===== src/core/dma_pkg.sv =====
/*
 * Shared constants and types of the four-channel transfer controller:
 * register offsets, field positions, reset values, source codes, states.
 * Assumes a 32-bit Wishbone register bus with byte addresses.
 */
package dma_pkg;
   localparam int NCH = 4;
   localparam int NSRC = 128;
   localparam int AW = 8;
   localparam int CNT_W = 14;

   // ************************************************
   // register map (word offsets)
   // ************************************************
   localparam logic [1:0] CH_SHIFT_LO = 2'd0;
   localparam logic [2:0] OFF_CTRL = 3'h0;
   localparam logic [2:0] OFF_REQ = 3'h1;
   localparam logic [2:0] OFF_STA = 3'h2;
   localparam logic [2:0] OFF_STB = 3'h3;
   localparam logic [2:0] OFF_PAD = 3'h4;
   localparam logic [2:0] OFF_CNT = 3'h5;
   localparam logic [4:0] OFF_STAT = 5'h00;
   localparam logic [4:0] OFF_MASK = 5'h01;

   // ************************************************
   // fields
   // ************************************************
   localparam int CTL_EN = 0;
   localparam int CTL_BYTE = 1;
   localparam int CTL_DIR = 2;
   localparam int CTL_AM_LO = 3;
   localparam int CTL_ONESHOT = 5;
   localparam int CTL_PP = 6;
   localparam int CTL_HALF = 7;
   localparam int REQ_FORCE = 15;
   localparam logic [15:0] CTRL_WMASK = 16'h00FF;
   localparam logic [15:0] REQ_WMASK = 16'h00FF;
   localparam logic [15:0] REG_RST = 16'h0000;

   localparam logic [1:0] AM_INC = 2'h0;
   localparam logic [1:0] AM_FIX = 2'h1;
   localparam logic [1:0] AM_PIND = 2'h2;

   localparam logic [15:0] STEP_BYTE = 16'h0001;
   localparam logic [15:0] STEP_WORD = 16'h0002;

   // ************************************************
   // request source codes
   // ************************************************
   localparam logic [7:0] SRC_EXTERNAL_INTERRUPT_ZERO = 8'h00;
   localparam logic [7:0] SRC_TIMER_TWO_EVENT = 8'h07;
   localparam logic [7:0] SRC_ADC_DONE = 8'h0D;

   typedef enum logic [1:0] {ENG_IDLE = 2'b01, ENG_BUSY = 2'b10} eng_state_t;

   typedef struct packed {
      logic [15:0] ctrl;
      logic [15:0] req;
      logic [15:0] sta;
      logic [15:0] stb;
      logic [15:0] pad;
      logic [CNT_W-1:0] cnt;
      logic [15:0] cur;
      logic [CNT_W-1:0] done_n;
      logic pp;
   } chan_t;
endpackage


===== src/core/arb_if.sv =====
/*
 * Request and grant lines between the transfer engine and its arbiter.
 * Assumes both ends sit in the same clock domain.
 */
`timescale 1ns/1ps
interface arb_if;
   logic [3:0] req;
   logic [3:0] gnt;
   modport arb (input req, output gnt);
   modport eng (output req, input gnt);
endinterface


===== src/core/prio_arb.sv =====
/*
 * Fixed priority arbiter, channel 0 highest.
 * Assumes requests come from flops of the same clock.
 */
`timescale 1ns/1ps
module prio_arb
   import dma_pkg::*;
(
   arb_if.arb a
);
   // lowest set bit wins; losers keep their pending flag upstream
   assign a.gnt = a.req & (~a.req + 4'h1);
endmodule


===== src/core/src_sync.sv =====
/*
 * Request source synchroniser and per-channel source selection.
 * Assumes source lines are asynchronous levels; a rising edge is an event.
 */
`timescale 1ns/1ps
module src_sync
   import dma_pkg::*;
(
   input wire logic clk_i,
   input wire logic rstn_i,
   input wire logic [NSRC-1:0] src_i,
   input wire logic [NCH*8-1:0] sel_i,
   output logic [NCH-1:0] ev_o
);
   typedef struct packed {
      logic [NSRC-1:0] s1;
      logic [NSRC-1:0] s2;
      logic [NSRC-1:0] s3;
   } sync_t;

   sync_t r;
   sync_t r_nxt;
   logic [NSRC-1:0] rise;

   always_comb begin
      r_nxt = r;
      r_nxt.s1 = src_i;
      r_nxt.s2 = r.s1;
      r_nxt.s3 = r.s2;
   end

   always_ff @(posedge clk_i or negedge rstn_i) begin
      if (!rstn_i) begin
         r <= '0;
      end else begin
         r <= r_nxt;
      end
   end

   assign rise = r.s2 & ~r.s3;

   // codes past the wired sources select nothing
   for (genvar c = 0; c < NCH; c++) begin : g_sel
      assign ev_o[c] = sel_i[c*8+7] ? 1'b0 : rise[sel_i[c*8 +: 7]];
   end
endmodule


===== src/core/dma_ctrl.sv =====
/*
 * Four-channel transfer controller: Wishbone register slave, pending
 * request tracking, single transfer engine, status and interrupt.
 * Assumes the transfer port partner completes a move and pulses
 * xfer_ack_i in the clock domain of clk_i.
 */
`timescale 1ns/1ps
module dma_ctrl
   import dma_pkg::*;
(
   input wire logic clk_i,
   input wire logic rstn_i,
   input wire logic wb_cyc_i,
   input wire logic wb_stb_i,
   input wire logic wb_we_i,
   input wire logic [AW-1:0] wb_adr_i,
   input wire logic [3:0] wb_sel_i,
   input wire logic [31:0] wb_dat_i,
   output logic [31:0] wb_dat_o,
   output logic wb_ack_o,
   input wire logic [NSRC-1:0] src_i,
   input wire logic [15:0] pind_addr_i,
   output logic xfer_req_o,
   output logic [15:0] xfer_src_o,
   output logic [15:0] xfer_dst_o,
   output logic xfer_byte_o,
   input wire logic xfer_ack_i,
   output logic irq_o
);
   typedef struct packed {
      chan_t [NCH-1:0] ch;
      logic [NCH-1:0] pend;
      logic [2*NCH-1:0] stat;
      logic [2*NCH-1:0] mask;
      eng_state_t eng;
      logic [1:0] cur_ch;
      logic xreq;
      logic [15:0] xsrc;
      logic [15:0] xdst;
      logic xbyte;
      logic ack;
      logic [31:0] rdat;
   } dma_state_t;

   dma_state_t r;
   dma_state_t r_nxt;
   logic [NCH-1:0] ev;
   logic [NCH*8-1:0] sel;
   logic wr;
   logic rd;
   logic done_ev;
   logic [1:0] done_ch;
   logic fin;

   arb_if arb ();

   prio_arb u_arb (
      .a(arb.arb)
   );

   for (genvar c = 0; c < NCH; c++) begin : g_sel
      assign sel[c*8 +: 8] = r.ch[c].req[7:0];
      assign arb.req[c] = r.pend[c] & r.ch[c].ctrl[CTL_EN] & (r.eng == ENG_IDLE);
   end

   src_sync u_src (
      .clk_i(clk_i),
      .rstn_i(rstn_i),
      .src_i(src_i),
      .sel_i(sel),
      .ev_o(ev)
   );

   function automatic logic [15:0] merge16(input logic [15:0] old, input logic [31:0] d,
                                           input logic [3:0] be, input logic [15:0] wm);
      logic [15:0] m;
      m = {{8{be[1]}}, {8{be[0]}}} & wm;
      merge16 = (old & ~m) | (d[15:0] & m);
   endfunction

   assign wr = wb_cyc_i & wb_stb_i & wb_we_i & ~r.ack;
   assign rd = wb_cyc_i & wb_stb_i & ~wb_we_i & ~r.ack;
   assign fin = (r.eng == ENG_BUSY) & xfer_ack_i;
   assign done_ch = r.cur_ch;
   assign done_ev = fin & (r.ch[r.cur_ch].done_n == r.ch[r.cur_ch].cnt);

   // ************************************************
   // next state
   // ************************************************
   always_comb begin
      logic [NCH-1:0] force_ev;
      logic [1:0] ci;
      logic [14:0] h15;
      logic [CNT_W-1:0] dn;
      chan_t cc;
      logic [15:0] maddr;
      logic [15:0] m16;
      force_ev = '0;
      ci = wb_adr_i[6:5];
      h15 = '0;
      dn = '0;
      cc = r.ch[r.cur_ch];
      maddr = '0;
      m16 = '0;
      r_nxt = r;
      r_nxt.ack = wb_cyc_i & wb_stb_i & ~r.ack;
      r_nxt.rdat = '0;

      // register reads; unmapped words answer zero
      if (rd) begin
         if (!wb_adr_i[7]) begin
            unique case (wb_adr_i[4:2])
               OFF_CTRL: r_nxt.rdat = {16'h0000, r.ch[ci].ctrl};
               OFF_REQ: r_nxt.rdat = {16'h0000, r.ch[ci].req};
               OFF_STA: r_nxt.rdat = {16'h0000, r.ch[ci].sta};
               OFF_STB: r_nxt.rdat = {16'h0000, r.ch[ci].stb};
               OFF_PAD: r_nxt.rdat = {16'h0000, r.ch[ci].pad};
               OFF_CNT: r_nxt.rdat = {18'h00000, r.ch[ci].cnt};
               default: r_nxt.rdat = '0;
            endcase
         end else if (wb_adr_i[6:2] == OFF_STAT) begin
            r_nxt.rdat = {24'h000000, r.stat};
         end else if (wb_adr_i[6:2] == OFF_MASK) begin
            r_nxt.rdat = {24'h000000, r.mask};
         end
      end

      // register writes
      if (wr) begin
         if (!wb_adr_i[7]) begin
            unique case (wb_adr_i[4:2])
               OFF_CTRL: begin
                  r_nxt.ch[ci].ctrl = merge16(r.ch[ci].ctrl, wb_dat_i, wb_sel_i, CTRL_WMASK);
                  // enabling loads the block from the first start address
                  if (!r.ch[ci].ctrl[CTL_EN] && r_nxt.ch[ci].ctrl[CTL_EN]) begin
                     r_nxt.ch[ci].cur = r.ch[ci].sta;
                     r_nxt.ch[ci].done_n = '0;
                     r_nxt.ch[ci].pp = 1'b0;
                  end
               end
               OFF_REQ: begin
                  r_nxt.ch[ci].req = merge16(r.ch[ci].req, wb_dat_i, wb_sel_i, REQ_WMASK);
                  force_ev[ci] = wb_dat_i[REQ_FORCE] & wb_sel_i[1];
               end
               OFF_STA: r_nxt.ch[ci].sta = merge16(r.ch[ci].sta, wb_dat_i, wb_sel_i, 16'hFFFF);
               OFF_STB: r_nxt.ch[ci].stb = merge16(r.ch[ci].stb, wb_dat_i, wb_sel_i, 16'hFFFF);
               OFF_PAD: r_nxt.ch[ci].pad = merge16(r.ch[ci].pad, wb_dat_i, wb_sel_i, 16'hFFFF);
               OFF_CNT: begin
                  // upper two bits are not stored
                  m16 = merge16({2'b00, r.ch[ci].cnt}, wb_dat_i, wb_sel_i, 16'h3FFF);
                  r_nxt.ch[ci].cnt = m16[CNT_W-1:0];
               end
               default: ;
            endcase
         end else if (wb_adr_i[6:2] == OFF_STAT && wb_sel_i[0]) begin
            r_nxt.stat = r.stat & ~wb_dat_i[2*NCH-1:0];
         end else if (wb_adr_i[6:2] == OFF_MASK && wb_sel_i[0]) begin
            r_nxt.mask = wb_dat_i[2*NCH-1:0];
         end
      end

      // ************************************************
      // transfer engine
      // ************************************************
      unique case (r.eng)
         ENG_IDLE: begin
            if (|arb.gnt) begin
               for (int c = NCH - 1; c >= 0; c--) begin
                  if (arb.gnt[c]) begin
                     ci = c[1:0];
                  end
               end
               cc = r.ch[ci];
               maddr = (cc.ctrl[CTL_AM_LO +: 2] == AM_PIND) ? pind_addr_i : cc.cur;
               r_nxt.cur_ch = ci;
               r_nxt.pend[ci] = 1'b0;
               r_nxt.eng = ENG_BUSY;
               r_nxt.xreq = 1'b1;
               // one fixed direction per channel
               r_nxt.xsrc = cc.ctrl[CTL_DIR] ? maddr : cc.pad;
               r_nxt.xdst = cc.ctrl[CTL_DIR] ? cc.pad : maddr;
               r_nxt.xbyte = cc.ctrl[CTL_BYTE];
            end
         end
         ENG_BUSY: begin
            if (xfer_ack_i) begin
               r_nxt.xreq = 1'b0;
               r_nxt.eng = ENG_IDLE;
               dn = r.ch[r.cur_ch].done_n + 14'h0001;
               h15 = {1'b0, cc.cnt} + 15'h0001;
               if (cc.ctrl[CTL_AM_LO +: 2] == AM_INC) begin
                  r_nxt.ch[r.cur_ch].cur = cc.cur + (cc.ctrl[CTL_BYTE] ? STEP_BYTE : STEP_WORD);
               end
               if (cc.ctrl[CTL_HALF] && dn == h15[14:1]) begin
                  r_nxt.stat[{r.cur_ch, 1'b0}] = 1'b1;
               end
               if (cc.done_n == cc.cnt) begin
                  r_nxt.stat[{r.cur_ch, 1'b1}] = 1'b1;
                  r_nxt.ch[r.cur_ch].done_n = '0;
                  if (cc.ctrl[CTL_PP]) begin
                     r_nxt.ch[r.cur_ch].pp = ~cc.pp;
                     r_nxt.ch[r.cur_ch].cur = cc.pp ? cc.sta : cc.stb;
                  end else begin
                     r_nxt.ch[r.cur_ch].cur = cc.sta;
                  end
                  if (cc.ctrl[CTL_ONESHOT]) begin
                     r_nxt.ch[r.cur_ch].ctrl[CTL_EN] = 1'b0;
                  end
               end else begin
                  r_nxt.ch[r.cur_ch].done_n = dn;
               end
            end
         end
      endcase

      // disabled channels drop requests; a new request beats the grant clear
      for (int c = 0; c < NCH; c++) begin
         if (!r_nxt.ch[c].ctrl[CTL_EN]) begin
            r_nxt.pend[c] = 1'b0;
         end else if (ev[c] || force_ev[c]) begin
            r_nxt.pend[c] = 1'b1;
         end
      end
   end

   always_ff @(posedge clk_i or negedge rstn_i) begin
      if (!rstn_i) begin
         r <= '0;
         r.eng <= ENG_IDLE;
      end else begin
         r <= r_nxt;
      end
   end

   assign wb_ack_o = r.ack;
   assign wb_dat_o = r.rdat;
   assign xfer_req_o = r.xreq;
   assign xfer_src_o = r.xsrc;
   assign xfer_dst_o = r.xdst;
   assign xfer_byte_o = r.xbyte;
   assign irq_o = |(r.stat & r.mask);

   // ************************************************
   // move sequencing checks
   // ************************************************
   // half point as 2*moves equal to count or count+1, independent of the engine's own halving
   logic [15:0] move_no;
   logic [15:0] cnt16;
   assign move_no = {2'b00, r.ch[r.cur_ch].done_n} + 16'h0001;
   assign cnt16 = {2'b00, r.ch[r.cur_ch].cnt};
endmodule


===== config.mk =====
export PLATFORM = sky130hd
export DESIGN_NAME = dma_ctrl
export DESIGN_NICKNAME = d
export VERILOG_FILES = /design/src/core/dma_pkg.sv /design/src/core/arb_if.sv /design/src/core/prio_arb.sv /design/src/core/src_sync.sv /design/src/core/dma_ctrl.sv
export SDC_FILE = /design/constraint.sdc
export NUM_CORES = 2
export LEC_CHECK = 0
export BUFFER_PORTS_ARGS = -buffer_cell sky130_fd_sc_hd__buf_4
export CAP_MARGIN = 5
export CORE_MARGIN = 2
export CORE_UTILIZATION = 50
export CTS_CLUSTER_SIZE = 28
export DETAILED_ROUTE_END_ITERATION = 10
export PLACE_DENSITY = 0.65
export REMOVE_ABC_BUFFERS = 1
export SYNTH_ARGS = -nofsm -noshare
export SYNTH_HDL_FRONTEND = slang
export SYNTH_HIERARCHICAL = 1
export SYNTH_SLANG_ARGS = --single-unit

===== constraint.sdc =====
create_clock -name clk_i -period 11 [get_ports clk_i]
set_clock_uncertainty 0.2 [all_clocks]
set_input_delay 0 -clock clk_i [delete_from_list [all_inputs] [get_ports clk_i]]
set_output_delay 0 -clock clk_i [all_outputs]
set_load 0.05 [all_outputs]

==> summary.txt <==
STA
  • Hold Vio Cnt, Final: 0
  • RSZ-0062 raised after global routing: no
  • Period utilization: 0.454
  • Final max-slew violation count: 0
  • Hold slack: around 0.11 ns
  • Fmax: 0.200 GHz
  • Final setup margin: ~6 ns
  • Slew Limit Headroom: 0.126
  • Final setup vio count: 0
  • Worst-Margin Slew: around 1.3 ns
  • TNS Setup: 0 ns
  • Tmin final: 5.00 ns

Global route
  • Initial antenna violation count: 7
  • Largest net degree at the start of global routing: roughly 180
  • Total track usage: 0.301
  • First-pass GRT wire length: 214000 um
  • Vias in the first global route: 34015
  • Grt ovf: 0

Power
  • Clock power share: 0.430
  • Comb pwr share: 0.127
  • Switching share of total power: 0.258
  • Sequential power share: 0.443
  • Total power: 8.59 mW
  • Internal power: ~6.4 mW
  • Leak Pwr: roughly 24 nW
  • Peak supply drop: between 150 and 200 uV
  • Pwr/cell area: 157 nW/um^2
  • Switching pwr: approximately 2.2 mW

Placement
  • Dpl cells: around 4900
  • Pre-CTS setup slack: approximately 6.1 ns
  • Gpl congestion: between 0.9 and 1
  • Port bufs: 225
  • Placement Cell Area: approximately 48000 um^2
  • Hpwl dp: between 80000 and 90000 um

Worst setup path
  • Crit path DAT: approximately 5.3 ns
  • R2r setup slk: between 6 and 7 ns
  • WP data required: around 11 ns
  • Setup crit end kind: register
  • Max FO, Critical Path: about 70
  • Critical path start-end classification: register to register
  • CP startpoint kind: register

Floorplan
  • Row count: between 100 and 150
  • Core ar.: 91200 um^2
  • Die area: ~94000 um^2
  • Die Y: between 300 and 400 um
  • Starting density of the core: 0.502
  • I/O pin cnt: approximately 260
  • Die width: 307 um

CTS
  • Clock root buffer: clkbuf_16
  • Worst skew pair latency: roughly 0.70 ns
  • H-tree Lvls: 3
  • Num CTS Buffers: 100
  • Longest Clk Path Bufs: 3
  • Post-CTS resize count: 0
  • CTS tree: built
  • Worst-path clk slew: ~0.07 ns
  • Post-CTS Setup Bufs: 0
  • Hold buffers post-CTS: between 300 and 400
  • CTS Sinks: between 900 and 1000

Route
  • Antenna viol nets, final: 0
  • Initial drt markers: about 3700
  • DR vias: about 33000
  • WL/cell: ~26 um
  • Routed vias/inst: roughly 6.3
  • TritonRoute pass-1 iters: 5
  • DRT Wirelength: 141000 um
  • # DRC: 0

Yosys
  • Synth cell types: 89
  • Area leader, netlist: dfrtp_1
  • Ys Warns: 6
  • Dominant synthesized flop cell: dfrtp_1
  • Sequential area share after synthesis: 0.523
  • Largest cells by area after synthesis: dfrtp_1, mux4_2, mux2i_1
  • Top cells by instance count after synthesis: dfrtp_1, nor2_1, a21oi_1
  • Syn Std Cell Area: 45800 um^2
  • Yosys reg bits: around 960
  • EDFF count, synth: 0
  • Post-synth top area share: 0.523
  • Top-count cell post-synth: dfrtp_1
  • Post-synthesis instance total: between 3000 and 4000
  • Ys async rst share: 1.00
  • Synth Area per Inst: approximately 12 um^2

Job
  • Maxcap violations: 0

Finish
  • Fillcell total: approximately 7000
  • Final instance area: around 55000 um^2
  • Fin cells: 5351
  • Nets: approximately 4300
  • Area Growth Syn to Fin: 19.4%
  • Layout cells sized above 1: 0.213
  • Layout Utilization: 0.600

Status
  • Status: finished clean

Min path
  • Class of the worst hold path: input port to register
==> metal layers <==
| layer | GRT usage | part of all wire | vias up |
|---|---|---|---|
| li1 | - | - | 14305 |
| met1 | 0.407 | 0.39 | 17073 |
| met2 | 0.470 | 0.47 | 1741 |
| met3 | 0.0656 | 0.091 | 350 |
| met4 | 0.138 | 0.049 | 10 |
| met5 | 0 | 0.00043 | - |
==> cells by family after synthesis <==
| logic type | Yosys count | synth area share |
|---|---|---|
| other | 1 | 0.0000818 |
| XOR/XNOR | 58 | 0.0125 |
| buffers and inverters | 393 | 0.0418 |
| flip-flops | 958 | 0.523 |
| multiplexers | 555 | 0.211 |
| AND/OR/NAND/NOR | 1005 | 0.105 |
| AO/OA/AOI/OAI | 757 | 0.105 |
| adder cells (fa/ha/maj) | 5 | 0.00153 |
==> cell usage in the layout, fill, tap and decap left out, drive strengths merged, types with 5 or more instances in the layout <==
cell,count
a221oi,11
conb,16
clkbuf,132
nor3b,18
dfrtp,957
a32o,8
nor3,21
o22ai,66
buf,289
o22a,9
clkinvlp,9
or3,6
a21boi,19
o21ai,84
nand2b,126
dlygate4sd3,314
nand3b,10
a31oi,22
mux4,317
nor4,14
o221ai,38
bufinv,16
and3,11
xor2,31
a211oi,22
inv,27
a21oi,324
clkinv,23
xnor2,23
nand3,65
a22o,109
nand2,290
mux2,67
nand4,17
and2,10
mux2i,171
nor2b,63
nor2,337
and4,5
a22oi,13
==> worst paths after layout <==
check / startpoint / to / cells past startpoint
max: r[69] / xfer_dst_o[0] / 11
min: xfer_ack_i / xfer_req_o / 5
max reg2reg: r[69] / xfer_dst_o[0] / 11
min reg2reg: u_src/r[334] / u_src/r[206] / 0
max in group asynchronous: rstn_i / r[115] / 5
min in group asynchronous: rstn_i / r[222] / 4
==> worst max-delay path: stages (launching register included) <==
cell and delay, ns:
dfstp_2 0.54, nor2b_1 0.37, and3_1 0.25, nor3b_1 0.60, nor3_1 0.12, nor3_2 0.13, buf_4 0.71, a311oi_1 0.17
a31oi_4 0.84, mux2i_1 0.57, mux2_2 0.26, a21oi_1 0.06
==> area by class of cell <==
class / instances / area (um^2) / share of cell area
sequential: 958 / 24000 / 0.438
tap: 1186 / 1480 / 0.0271
clock inverter: 51 / 729 / 0.0133
multi-input combinational: 2396 / 20200 / 0.368
inverter: 24 / 95.1 / 0.00174
clock buffer: 132 / 2880 / 0.0526
timing repair buffer: 603 / 5380 / 0.0984
antenna: 1 / 2.50 / 0.0000457
==> power groups by stage <==
stage / logic, mW / registers, mW / clock network [mW]
2_1_floorplan: 0.543 / 3.86 / 0
3_3_place_gp: 0.968 / 3.86 / 0
3_5_place_dp: 0.977 / 3.86 / 0
4_1_cts: 1.07 / 3.80 / 3.73
5_1_grt: 1.16 / 3.82 / 3.89
6_report: 1.09 / 3.81 / 3.70
No activity file was read; power rests on OpenSTA's default activity.
